[config.mk]
export PLATFORM = sky130hd
export DESIGN_NAME = iops_core
export DESIGN_NICKNAME = d
export VERILOG_FILES = /design/src/design/iops_pkg.sv /design/src/design/iops_core.sv
export VERILOG_INCLUDE_DIRS = /design/src /design/src/design
export SDC_FILE = /design/constraint.sdc
export NUM_CORES = 2
export LEC_CHECK = 0
export BUFFER_PORTS_ARGS = -buffer_cell sky130_fd_sc_hd__buf_4
export CORE_MARGIN = 2
export CORE_UTILIZATION = 61
export CTS_CLUSTER_SIZE = 20
export DETAILED_ROUTE_END_ITERATION = 8
export PLACE_DENSITY = 0.95
export SLEW_MARGIN = 15
export SYNTH_ARGS = -nofsm -noshare
export SYNTH_HDL_FRONTEND = slang
export SYNTH_SLANG_ARGS = --single-unit
[constraint.sdc]
create_clock -name ref_clk_in -period 9.9 [get_ports ref_clk_in]
set_input_delay 0.495 -clock ref_clk_in [delete_from_list [all_inputs] [get_ports ref_clk_in]]
set_output_delay 0.495 -clock ref_clk_in [all_outputs]
set_load 0.01 [all_outputs]
[src/design/iops_params.svh]
`ifndef IOPS_PARAMS_SVH
`define IOPS_PARAMS_SVH
`define IOPS_WIDTH 32
`define IOPS_MSB 31
`define IOPS_FLAG_N 31
`define IOPS_FLAG_Z 30
`define IOPS_FLAG_C 29
`define IOPS_FLAG_V 28
`define IOPS_PSR_RESET 32'h0000_00d3
`define IOPS_FLAG_MASK 32'hf000_0000
`define IOPS_ZERO 32'h0000_0000
`define IOPS_ONES 32'hffff_ffff
`endif

[src/design/iops_pkg.sv]
package iops_pkg;
   typedef enum logic [4:0] {
      IOPS_NOP,
      IOPS_WORD_LOAD_OP,
      IOPS_WORD_STORE_OP,
      IOPS_CPU_TO_COPRO_OP,
      IOPS_COPRO_TO_CPU_OP,
      IOPS_PRODUCT_OP,
      IOPS_PRODUCT_ACCUMULATE_OP,
      IOPS_COPY_OP,
      IOPS_INVERTED_COPY_OP,
      IOPS_BITWISE_OR_OP,
      IOPS_STATUS_TO_REG_OP,
      IOPS_REG_TO_STATUS_OP,
      IOPS_REVERSED_DIFFERENCE_OP,
      IOPS_REVERSED_BORROW_DIFFERENCE_OP,
      IOPS_DIFFERENCE_OP,
      IOPS_BORROW_DIFFERENCE_OP,
      IOPS_COPRO_STORE_OP,
      IOPS_BLOCK_STORE_OP,
      IOPS_ATOMIC_EXCHANGE_OP,
      IOPS_XOR_TEST_OP,
      IOPS_AND_TEST_OP
   } iops_op_t;

   typedef struct packed {
      iops_op_t op;
      logic set_flags;
      logic flags_only;
      logic [31:0] first_operand_reg;
      logic [31:0] second_operand;
      logic [31:0] second_src_reg;
      logic [31:0] multiplier_reg;
      logic [31:0] dest_old;
      logic [31:0] copro_target_reg;
      logic [31:0] copro_extra_reg;
      logic copro_combine;
      logic [31:0] address;
      logic [31:0] mem_rdata;
      logic [15:0] reg_list;
   } iops_req_t;

   typedef struct packed {
      logic reg_we;
      logic [31:0] reg_wdata;
      logic mem_we;
      logic mem_re;
      logic [31:0] mem_addr;
      logic [31:0] mem_wdata;
      logic copro_we;
      logic [31:0] copro_wdata;
      logic [3:0] store_index;
      logic busy;
   } iops_resp_t;

   typedef enum logic [1:0] {
      IOPS_IDLE,
      IOPS_BLOCK,
      IOPS_SWAP_WR
   } iops_state_t;

   typedef struct packed {
      iops_state_t st;
      iops_resp_t resp;
      logic [31:0] status_word;
      logic [15:0] pending;
      logic [31:0] next_addr;
      logic [31:0] swap_data;
      logic done;
   } iops_regs_t;
endpackage
[src/design/iops_core.sv]
// Summary of operation
// - Word load writes memory word to destination
// - Word store writes source register to memory
// - Register to coprocessor, optional combine
// - Coprocessor value, optional combine, to register
// - Product low word, accumulate adds old destination
// - Copy writes second operand unchanged
// - Inverted copy complements; or combines operands
// - Status word to register and back
// - Status write full or flags only
// - Reversed subtract, carry form minus one plus carry
// - Subtract, carry form minus one plus carry
// - Coprocessor store writes coprocessor register
// - Block store writes register list, ascending address
// - Atomic exchange loads then stores same word
// - Xor test updates flags only
// - And test updates flags only
// - Logical flags keep overflow, set zero, negative
// - Flag update by set bit for arithmetic and logical ops only; tests always
`timescale 1ns/10ps
`include "iops_params.svh"
module iops_core (
   input wire logic ref_clk_in, // 20 MHz clock
   input wire logic rst_n_in, // Synchronous reset, active low
   input wire logic req_valid_in, // Request present, taken when idle
   input wire iops_pkg::iops_req_t req_in, // Operation and operands
   input wire logic [31:0] block_data_in, // Register value for store_index
   output iops_pkg::iops_resp_t resp_out, // Results, registered
   output logic done_out, // One-cycle completion pulse
   output logic [31:0] psr_out // Current status word
);
   iops_pkg::iops_regs_t r;
   iops_pkg::iops_regs_t next_r;

   // Lowest set bit of a register list
   function automatic logic [3:0] lowest_bit(input logic [15:0] l);
      logic [3:0] idx;
      idx = 4'h0;
      for (int i = 15; i >= 0; i--) begin
         if (l[i]) begin
            idx = 4'(i);
         end
      end
      return idx;
   endfunction

   function automatic logic [15:0] clear_lowest(input logic [15:0] l);
      return l & (l - 16'h0001);
   endfunction

   // 33-bit add gives carry out; a - b - 1 + c done as a + ~b + c
   function automatic logic [32:0] add_c(input logic [31:0] a, input logic [31:0] b,
                                          input logic cin);
      return {1'b0, a} + {1'b0, b} + {32'h0000_0000, cin};
   endfunction

   logic [31:0] product;
   logic [31:0] copro_val;
   logic [32:0] arith;
   logic [31:0] arith_a;
   logic [31:0] arith_b;
   logic [31:0] logic_res;
   logic is_arith;
   logic is_logic;
   logic carry;

   always_comb begin
      carry = r.status_word[`IOPS_FLAG_C];
      product = 32'(req_in.second_src_reg * req_in.multiplier_reg);
      copro_val = req_in.copro_combine ?
         (req_in.copro_target_reg | req_in.copro_extra_reg) : req_in.copro_target_reg;
      arith_a = `IOPS_ZERO;
      arith_b = `IOPS_ZERO;
      is_arith = 1'b0;
      is_logic = 1'b0;
      logic_res = `IOPS_ZERO;
      unique case (req_in.op)
         iops_pkg::IOPS_REVERSED_DIFFERENCE_OP,
         iops_pkg::IOPS_REVERSED_BORROW_DIFFERENCE_OP: begin
            arith_a = req_in.second_operand;
            arith_b = ~req_in.first_operand_reg;
            is_arith = 1'b1;
         end
         iops_pkg::IOPS_DIFFERENCE_OP,
         iops_pkg::IOPS_BORROW_DIFFERENCE_OP: begin
            arith_a = req_in.first_operand_reg;
            arith_b = ~req_in.second_operand;
            is_arith = 1'b1;
         end
         iops_pkg::IOPS_COPY_OP: begin
            logic_res = req_in.second_operand;
            is_logic = 1'b1;
         end
         iops_pkg::IOPS_INVERTED_COPY_OP: begin
            logic_res = `IOPS_ONES ^ req_in.second_operand;
            is_logic = 1'b1;
         end
         iops_pkg::IOPS_BITWISE_OR_OP: begin
            logic_res = req_in.first_operand_reg | req_in.second_operand;
            is_logic = 1'b1;
         end
         iops_pkg::IOPS_XOR_TEST_OP: begin
            logic_res = req_in.first_operand_reg ^ req_in.second_operand;
            is_logic = 1'b1;
         end
         iops_pkg::IOPS_AND_TEST_OP: begin
            logic_res = req_in.first_operand_reg & req_in.second_operand;
            is_logic = 1'b1;
         end
         default: begin
            is_arith = 1'b0;
         end
      endcase
      // Borrow forms take the carry flag, plain forms a fixed one
      if (req_in.op == iops_pkg::IOPS_REVERSED_BORROW_DIFFERENCE_OP ||
          req_in.op == iops_pkg::IOPS_BORROW_DIFFERENCE_OP) begin
         arith = add_c(arith_a, arith_b, carry);
      end else begin
         arith = add_c(arith_a, arith_b, 1'b1);
      end
   end

   logic take;
   logic test_op;
   logic [31:0] flag_res;

   always_comb begin
      next_r = r;
      next_r.done = 1'b0;
      next_r.resp.reg_we = 1'b0;
      next_r.resp.mem_we = 1'b0;
      next_r.resp.mem_re = 1'b0;
      next_r.resp.copro_we = 1'b0;
      take = req_valid_in && r.st == iops_pkg::IOPS_IDLE;
      test_op = req_in.op == iops_pkg::IOPS_XOR_TEST_OP ||
                req_in.op == iops_pkg::IOPS_AND_TEST_OP;
      flag_res = is_arith ? arith[31:0] : logic_res;
      unique case (r.st)
         iops_pkg::IOPS_IDLE: begin
            if (take) begin
               next_r.done = 1'b1;
               if ((is_arith || is_logic) && !test_op) begin
                  next_r.resp.reg_we = 1'b1;
                  next_r.resp.reg_wdata = flag_res;
               end
               // Tests always update flags, others only on set bit
               if ((is_arith || is_logic) && (req_in.set_flags || test_op)) begin
                  next_r.status_word[`IOPS_FLAG_N] = flag_res[`IOPS_MSB];
                  next_r.status_word[`IOPS_FLAG_Z] = flag_res == `IOPS_ZERO;
                  if (is_arith) begin
                     next_r.status_word[`IOPS_FLAG_C] = arith[32];
                     next_r.status_word[`IOPS_FLAG_V] = (arith_a[31] == arith_b[31]) &&
                                               (arith[31] != arith_a[31]);
                  end
               end
               unique case (req_in.op)
                  iops_pkg::IOPS_WORD_LOAD_OP: begin
                     next_r.resp.mem_re = 1'b1;
                     next_r.resp.mem_addr = req_in.address;
                     next_r.resp.reg_we = 1'b1;
                     next_r.resp.reg_wdata = req_in.mem_rdata;
                  end
                  iops_pkg::IOPS_WORD_STORE_OP: begin
                     next_r.resp.mem_we = 1'b1;
                     next_r.resp.mem_addr = req_in.address;
                     next_r.resp.mem_wdata = req_in.second_src_reg;
                  end
                  iops_pkg::IOPS_CPU_TO_COPRO_OP: begin
                     next_r.resp.copro_we = 1'b1;
                     next_r.resp.copro_wdata = req_in.copro_combine ?
                        (req_in.first_operand_reg | req_in.copro_extra_reg) :
                        req_in.first_operand_reg;
                  end
                  iops_pkg::IOPS_COPRO_TO_CPU_OP: begin
                     next_r.resp.reg_we = 1'b1;
                     next_r.resp.reg_wdata = copro_val;
                  end
                  iops_pkg::IOPS_PRODUCT_OP: begin
                     next_r.resp.reg_we = 1'b1;
                     next_r.resp.reg_wdata = product;
                  end
                  iops_pkg::IOPS_PRODUCT_ACCUMULATE_OP: begin
                     next_r.resp.reg_we = 1'b1;
                     next_r.resp.reg_wdata = product + req_in.dest_old;
                  end
                  iops_pkg::IOPS_STATUS_TO_REG_OP: begin
                     next_r.resp.reg_we = 1'b1;
                     next_r.resp.reg_wdata = r.status_word;
                  end
                  iops_pkg::IOPS_REG_TO_STATUS_OP: begin
                     if (req_in.flags_only) begin
                        next_r.status_word = (r.status_word & ~`IOPS_FLAG_MASK) |
                                     (req_in.second_src_reg & `IOPS_FLAG_MASK);
                     end else begin
                        next_r.status_word = req_in.second_src_reg;
                     end
                  end
                  iops_pkg::IOPS_COPRO_STORE_OP: begin
                     next_r.resp.mem_we = 1'b1;
                     next_r.resp.mem_addr = req_in.address;
                     next_r.resp.mem_wdata = req_in.copro_target_reg;
                  end
                  iops_pkg::IOPS_BLOCK_STORE_OP: begin
                     if (req_in.reg_list != 16'h0000) begin
                        next_r.done = 1'b0;
                        next_r.st = iops_pkg::IOPS_BLOCK;
                        next_r.pending = req_in.reg_list;
                        next_r.next_addr = req_in.address;
                        next_r.resp.store_index = lowest_bit(req_in.reg_list);
                        next_r.resp.busy = 1'b1;
                     end
                  end
                  iops_pkg::IOPS_ATOMIC_EXCHANGE_OP: begin
                     next_r.done = 1'b0;
                     next_r.resp.mem_re = 1'b1;
                     next_r.resp.mem_addr = req_in.first_operand_reg;
                     next_r.resp.reg_we = 1'b1;
                     next_r.resp.reg_wdata = req_in.mem_rdata;
                     next_r.swap_data = req_in.second_src_reg;
                     next_r.st = iops_pkg::IOPS_SWAP_WR;
                     next_r.resp.busy = 1'b1;
                  end
                  default: begin
                     next_r.resp.busy = 1'b0;
                  end
               endcase
            end
         end
         iops_pkg::IOPS_BLOCK: begin
            // One register per cycle, ascending index at ascending address
            next_r.resp.mem_we = 1'b1;
            next_r.resp.mem_addr = r.next_addr;
            next_r.resp.mem_wdata = block_data_in;
            next_r.next_addr = r.next_addr + 32'h0000_0004;
            next_r.pending = clear_lowest(r.pending);
            next_r.resp.store_index = lowest_bit(clear_lowest(r.pending));
            if (clear_lowest(r.pending) == 16'h0000) begin
               next_r.st = iops_pkg::IOPS_IDLE;
               next_r.resp.busy = 1'b0;
               next_r.done = 1'b1;
            end
         end
         iops_pkg::IOPS_SWAP_WR: begin
            // Write half of the exchange, same word, no request taken between
            next_r.resp.mem_we = 1'b1;
            next_r.resp.mem_wdata = r.swap_data;
            next_r.st = iops_pkg::IOPS_IDLE;
            next_r.resp.busy = 1'b0;
            next_r.done = 1'b1;
         end
         default: begin
            next_r.st = iops_pkg::IOPS_IDLE;
         end
      endcase
   end

   always_ff @(posedge ref_clk_in) begin
      if (!rst_n_in) begin
         r <= '0;
         r.status_word <= `IOPS_PSR_RESET;
      end else begin
         r <= next_r;
      end
   end

   assign resp_out = r.resp;
   assign done_out = r.done;
   assign psr_out = r.status_word;
endmodule

==> results.sh <==
export IMPL_worst_slew_pin_tran_ns=1.30
export IMPL_ys_seq_elements=252
export IMPL_worst_r2r_setup_slack_ns=4.91
export IMPL_drive_gt1_share_pct=13.2
export IMPL_core_area_mm2=0.0617
export IMPL_worst_setup_hold_path_clk_slew_ns=0.07
export IMPL_timing_critical_path_slowest_cell_delay_ns=0.56
export IMPL_detailed_placement_hpwl_mm=117
export IMPL_ys_async_sr_fraction_pct=0
export IMPL_worst_r2r_startpoint="psr_out[29]"
export IMPL_postCtsResizedCells=0
export IMPL_post_synth_num_cell_types=88
export IMPL_critPathBufInv=4
export IMPL_worstSetupStartpointType="primary input"
export IMPL_post_synth_inst_count=4927
export IMPL_instances_no_fill=5868
export IMPL_count_of_flip_flops_with_a_built_in_enable_after_synthesis=0
export IMPL_drt_pre_antenna_iters=7
export IMPL_cts_post_setup_buffers_inserted=0
export IMPL_clk_latency_ns=0.61
export IMPL_grt_start_max_net_pins=120
export IMPL_synth_top_area_share_pct=21.6
export IMPL_grt_pass1_vias=37100
export IMPL_die_y_um=254
export IMPL_postSynthNetCount=5941
export IMPL_path_delay_family="adder cells"
export IMPL_cts_inserted_buffers=29
export IMPL_clock_tree_buffer_depth=3
export IMPL_finalClockSkew_ns=0.0248
export IMPL_rsz0062_at_grt="no"
export IMPL_place_port_buffers=516
export IMPL_std_cell_rows=91
export IMPL_root_buffer="sky130_fd_sc_hd__clkbuf_16"
export IMPL_timing_final_setup_violations=0
export IMPL_detail_route_antenna_nets=0
export IMPL_critical_path_most_common_cell="sky130_fd_sc_hd__fa_1"
export IMPL_timing_setup_critical_path_class="in2reg"
export IMPL_dieArea_mm2=0.0644
export IMPL_ys_warn_count=0
export IMPL_route_detailed_vias_per_inst=6.53
export IMPL_fmaxAchievable_mhz=118
export IMPL_final_setup_tns_ns=0
export IMPL_flow_area_growth_from_synthesis_pct=9.97
export IMPL_wire_per_inst_um=25.6
export IMPL_drc_violations_left=0
export IMPL_tritoncts="built"
export IMPL_relSlewSlack_pct=13.2
export IMPL_post_route_period_util_pct=86.0
export IMPL_post_place_cells=5810
export IMPL_status="completed"
export IMPL_seq_area_frac_synth_pct=13.3
export IMPL_initial_core_util_pct=61.6
export IMPL_endpoint_kind="flop"
export IMPL_cp_max_fo=28
export IMPL_synthTopCellsByArea="sky130_fd_sc_hd__fa_1 22%, sky130_fd_sc_hd__dfxtp_1 13%, sky130_fd_sc_hd__ha_1 8.5%, sky130_fd_sc_hd__nand2_1 6.8%, sky130_fd_sc_hd__inv_1 5.1%"
export IMPL_final_hold_viol_count=0
export IMPL_syn_avg_cell_area_um2=7.72
export IMPL_gp_weighted_congestion=1.02
export IMPL_worst_ep_required_time_ns=10.37
export IMPL_global_route_usage_total_pct=45.8
export IMPL_chipWidth_um=254
export IMPL_dominantRegCellSynth="sky130_fd_sc_hd__dfxtp_1"
export IMPL_clock_sink_count=252
export IMPL_global_route_congestion_overflow_total=0
export IMPL_syn_cell_area_mm2=0.0380
export IMPL_cp_data_arrival_time_ns=8.98
export IMPL_totalWireLength_mm=150
export IMPL_grt_pass1_wl_mm=222
export IMPL_io_pins=517
export IMPL_route_vias_total=38300
export IMPL_hold_path_class="in2reg"
export IMPL_slew_violations=0
export IMPL_dominant_cell_type_by_area_after_synthesis="sky130_fd_sc_hd__fa_1"
export IMPL_post_route_min_period_ns=8.51
export IMPL_antenna_found_initial=8
export IMPL_cp_max_stage_cell="sky130_fd_sc_hd__fa_1"
export IMPL_cts_htree_levels=1
export IMPL_timing_max_cap_violations=0
export IMPL_critical_hold_path_startpoint="req_in[48]"
export IMPL_drtIter0Drc=4847
export IMPL_fin_nets=6018
export IMPL_cts_hold_buffers_added=0
export IMPL_worst_setup_path_startpoint="req_in[216]"
-- cell type report --
type	instances	area, um2
fill	4994	19900
clock inverter	15	233
tap	837	1050
multi-input combinational	3657	28600
sequential	252	5040
antenna	6	15.0
clock buffer	37	806
timing repair buffer	548	4110
inverter	516	1940
-- metal layers --
metal | global-route usage, % | part of all wire (%) | wire length (um)
met5 | 0 | 0.055 | 83
met4 | 35.0 | 9.5 | 14300
met2 | 66.9 | 41 | 62200
met3 | 16.6 | 15 | 22300
met1 | 55.1 | 34 | 51200
-- metrics by stage --
stage / instance area [um2] / utilization, % / hold WS (ns) / setup WS (ns)
finish: 41800 / 67.8 / 0.158 / 1.39
global route: 41800 / 67.8 / 0.158 / 0.991
global placement: 40800 / 66.1 / 0.442 / 1.29
CTS: 41800 / 67.8 / 0.145 / 1.60
detailed placement: 40800 / 66.1 / 0.448 / 1.03
floorplan: 38000 / - / 0.432 / 1.57
-- Yosys cell counts, types with 35 or more instances --
cell type,number
sky130_fd_sc_hd__nand2_1,694
sky130_fd_sc_hd__o21ai_0,189
sky130_fd_sc_hd__mux2i_1,49
sky130_fd_sc_hd__xnor2_1,108
sky130_fd_sc_hd__a21o_1,49
sky130_fd_sc_hd__and2_1,269
sky130_fd_sc_hd__buf_4,169
sky130_fd_sc_hd__a221oi_1,77
sky130_fd_sc_hd__nor3_1,67
sky130_fd_sc_hd__a21oi_1,369
sky130_fd_sc_hd__nand3_1,62
sky130_fd_sc_hd__o211a_1,38
sky130_fd_sc_hd__a22o_1,36
sky130_fd_sc_hd__inv_1,516
sky130_fd_sc_hd__fa_1,410
sky130_fd_sc_hd__xor2_1,38
sky130_fd_sc_hd__dfxtp_1,252
sky130_fd_sc_hd__ha_1,257
sky130_fd_sc_hd__a22oi_1,63
sky130_fd_sc_hd__and3_1,35
sky130_fd_sc_hd__a211oi_1,124
sky130_fd_sc_hd__nor2_1,330
sky130_fd_sc_hd__clkbuf_1,309
-- tightest hold or removal path, delay by kind of cell --
family | cells | cell delay [ns]
simple gates | 1 | 0.08
mux | 1 | 0.06
buf+inv | 1 | 0.09
-- final timing paths --
check	to	cells after the start
worst max register to register	psr_out[30]	14
worst min register to register	r[9]	2
worst max-delay path	resp_out[135]	35
worst min-delay path	r[33]	3
-- logic make-up (layout without fill, tap and decap cells) --
family | count (synthesis) | count (layout) | share of synthesized area (%)
adders and majority gates | 672 | 672 | 30.2
other | 0 | 6 | 0
buffers and inverters | 1018 | 1116 | 11.8
DFF | 252 | 252 | 13.3
and+or+nand+nor | 1628 | 1628 | 19.9
xor gates and xnor gates | 146 | 146 | 3.36
muxes | 52 | 52 | 1.38
AOI/OAI and AO/OA | 1159 | 1159 | 20.2
-- cell usage in the layout, fill, tap and decap left out, drive strengths merged, types with 19 or more instances in the layout --
cell type,count
a21o,49
o21ai,195
or3,25
nand4,26
nand3,62
xnor2,108
a221oi,77
nor3,69
buf,548
a21oi,370
nor4,24
a22o,36
ha,257
xor2,38
o211a,38
nand2b,26
fa,410
dfxtp,252
and2,270
a31oi,24
clkbuf,37
inv,520
o21a,19
a22oi,63
nand2,694
and3,35
o211ai,21
nor2,330
mux2i,49
a211oi,126
Power is not shown: default switching activity piles up to over one toggle a cycle in this logic, so the estimate is an artifact.
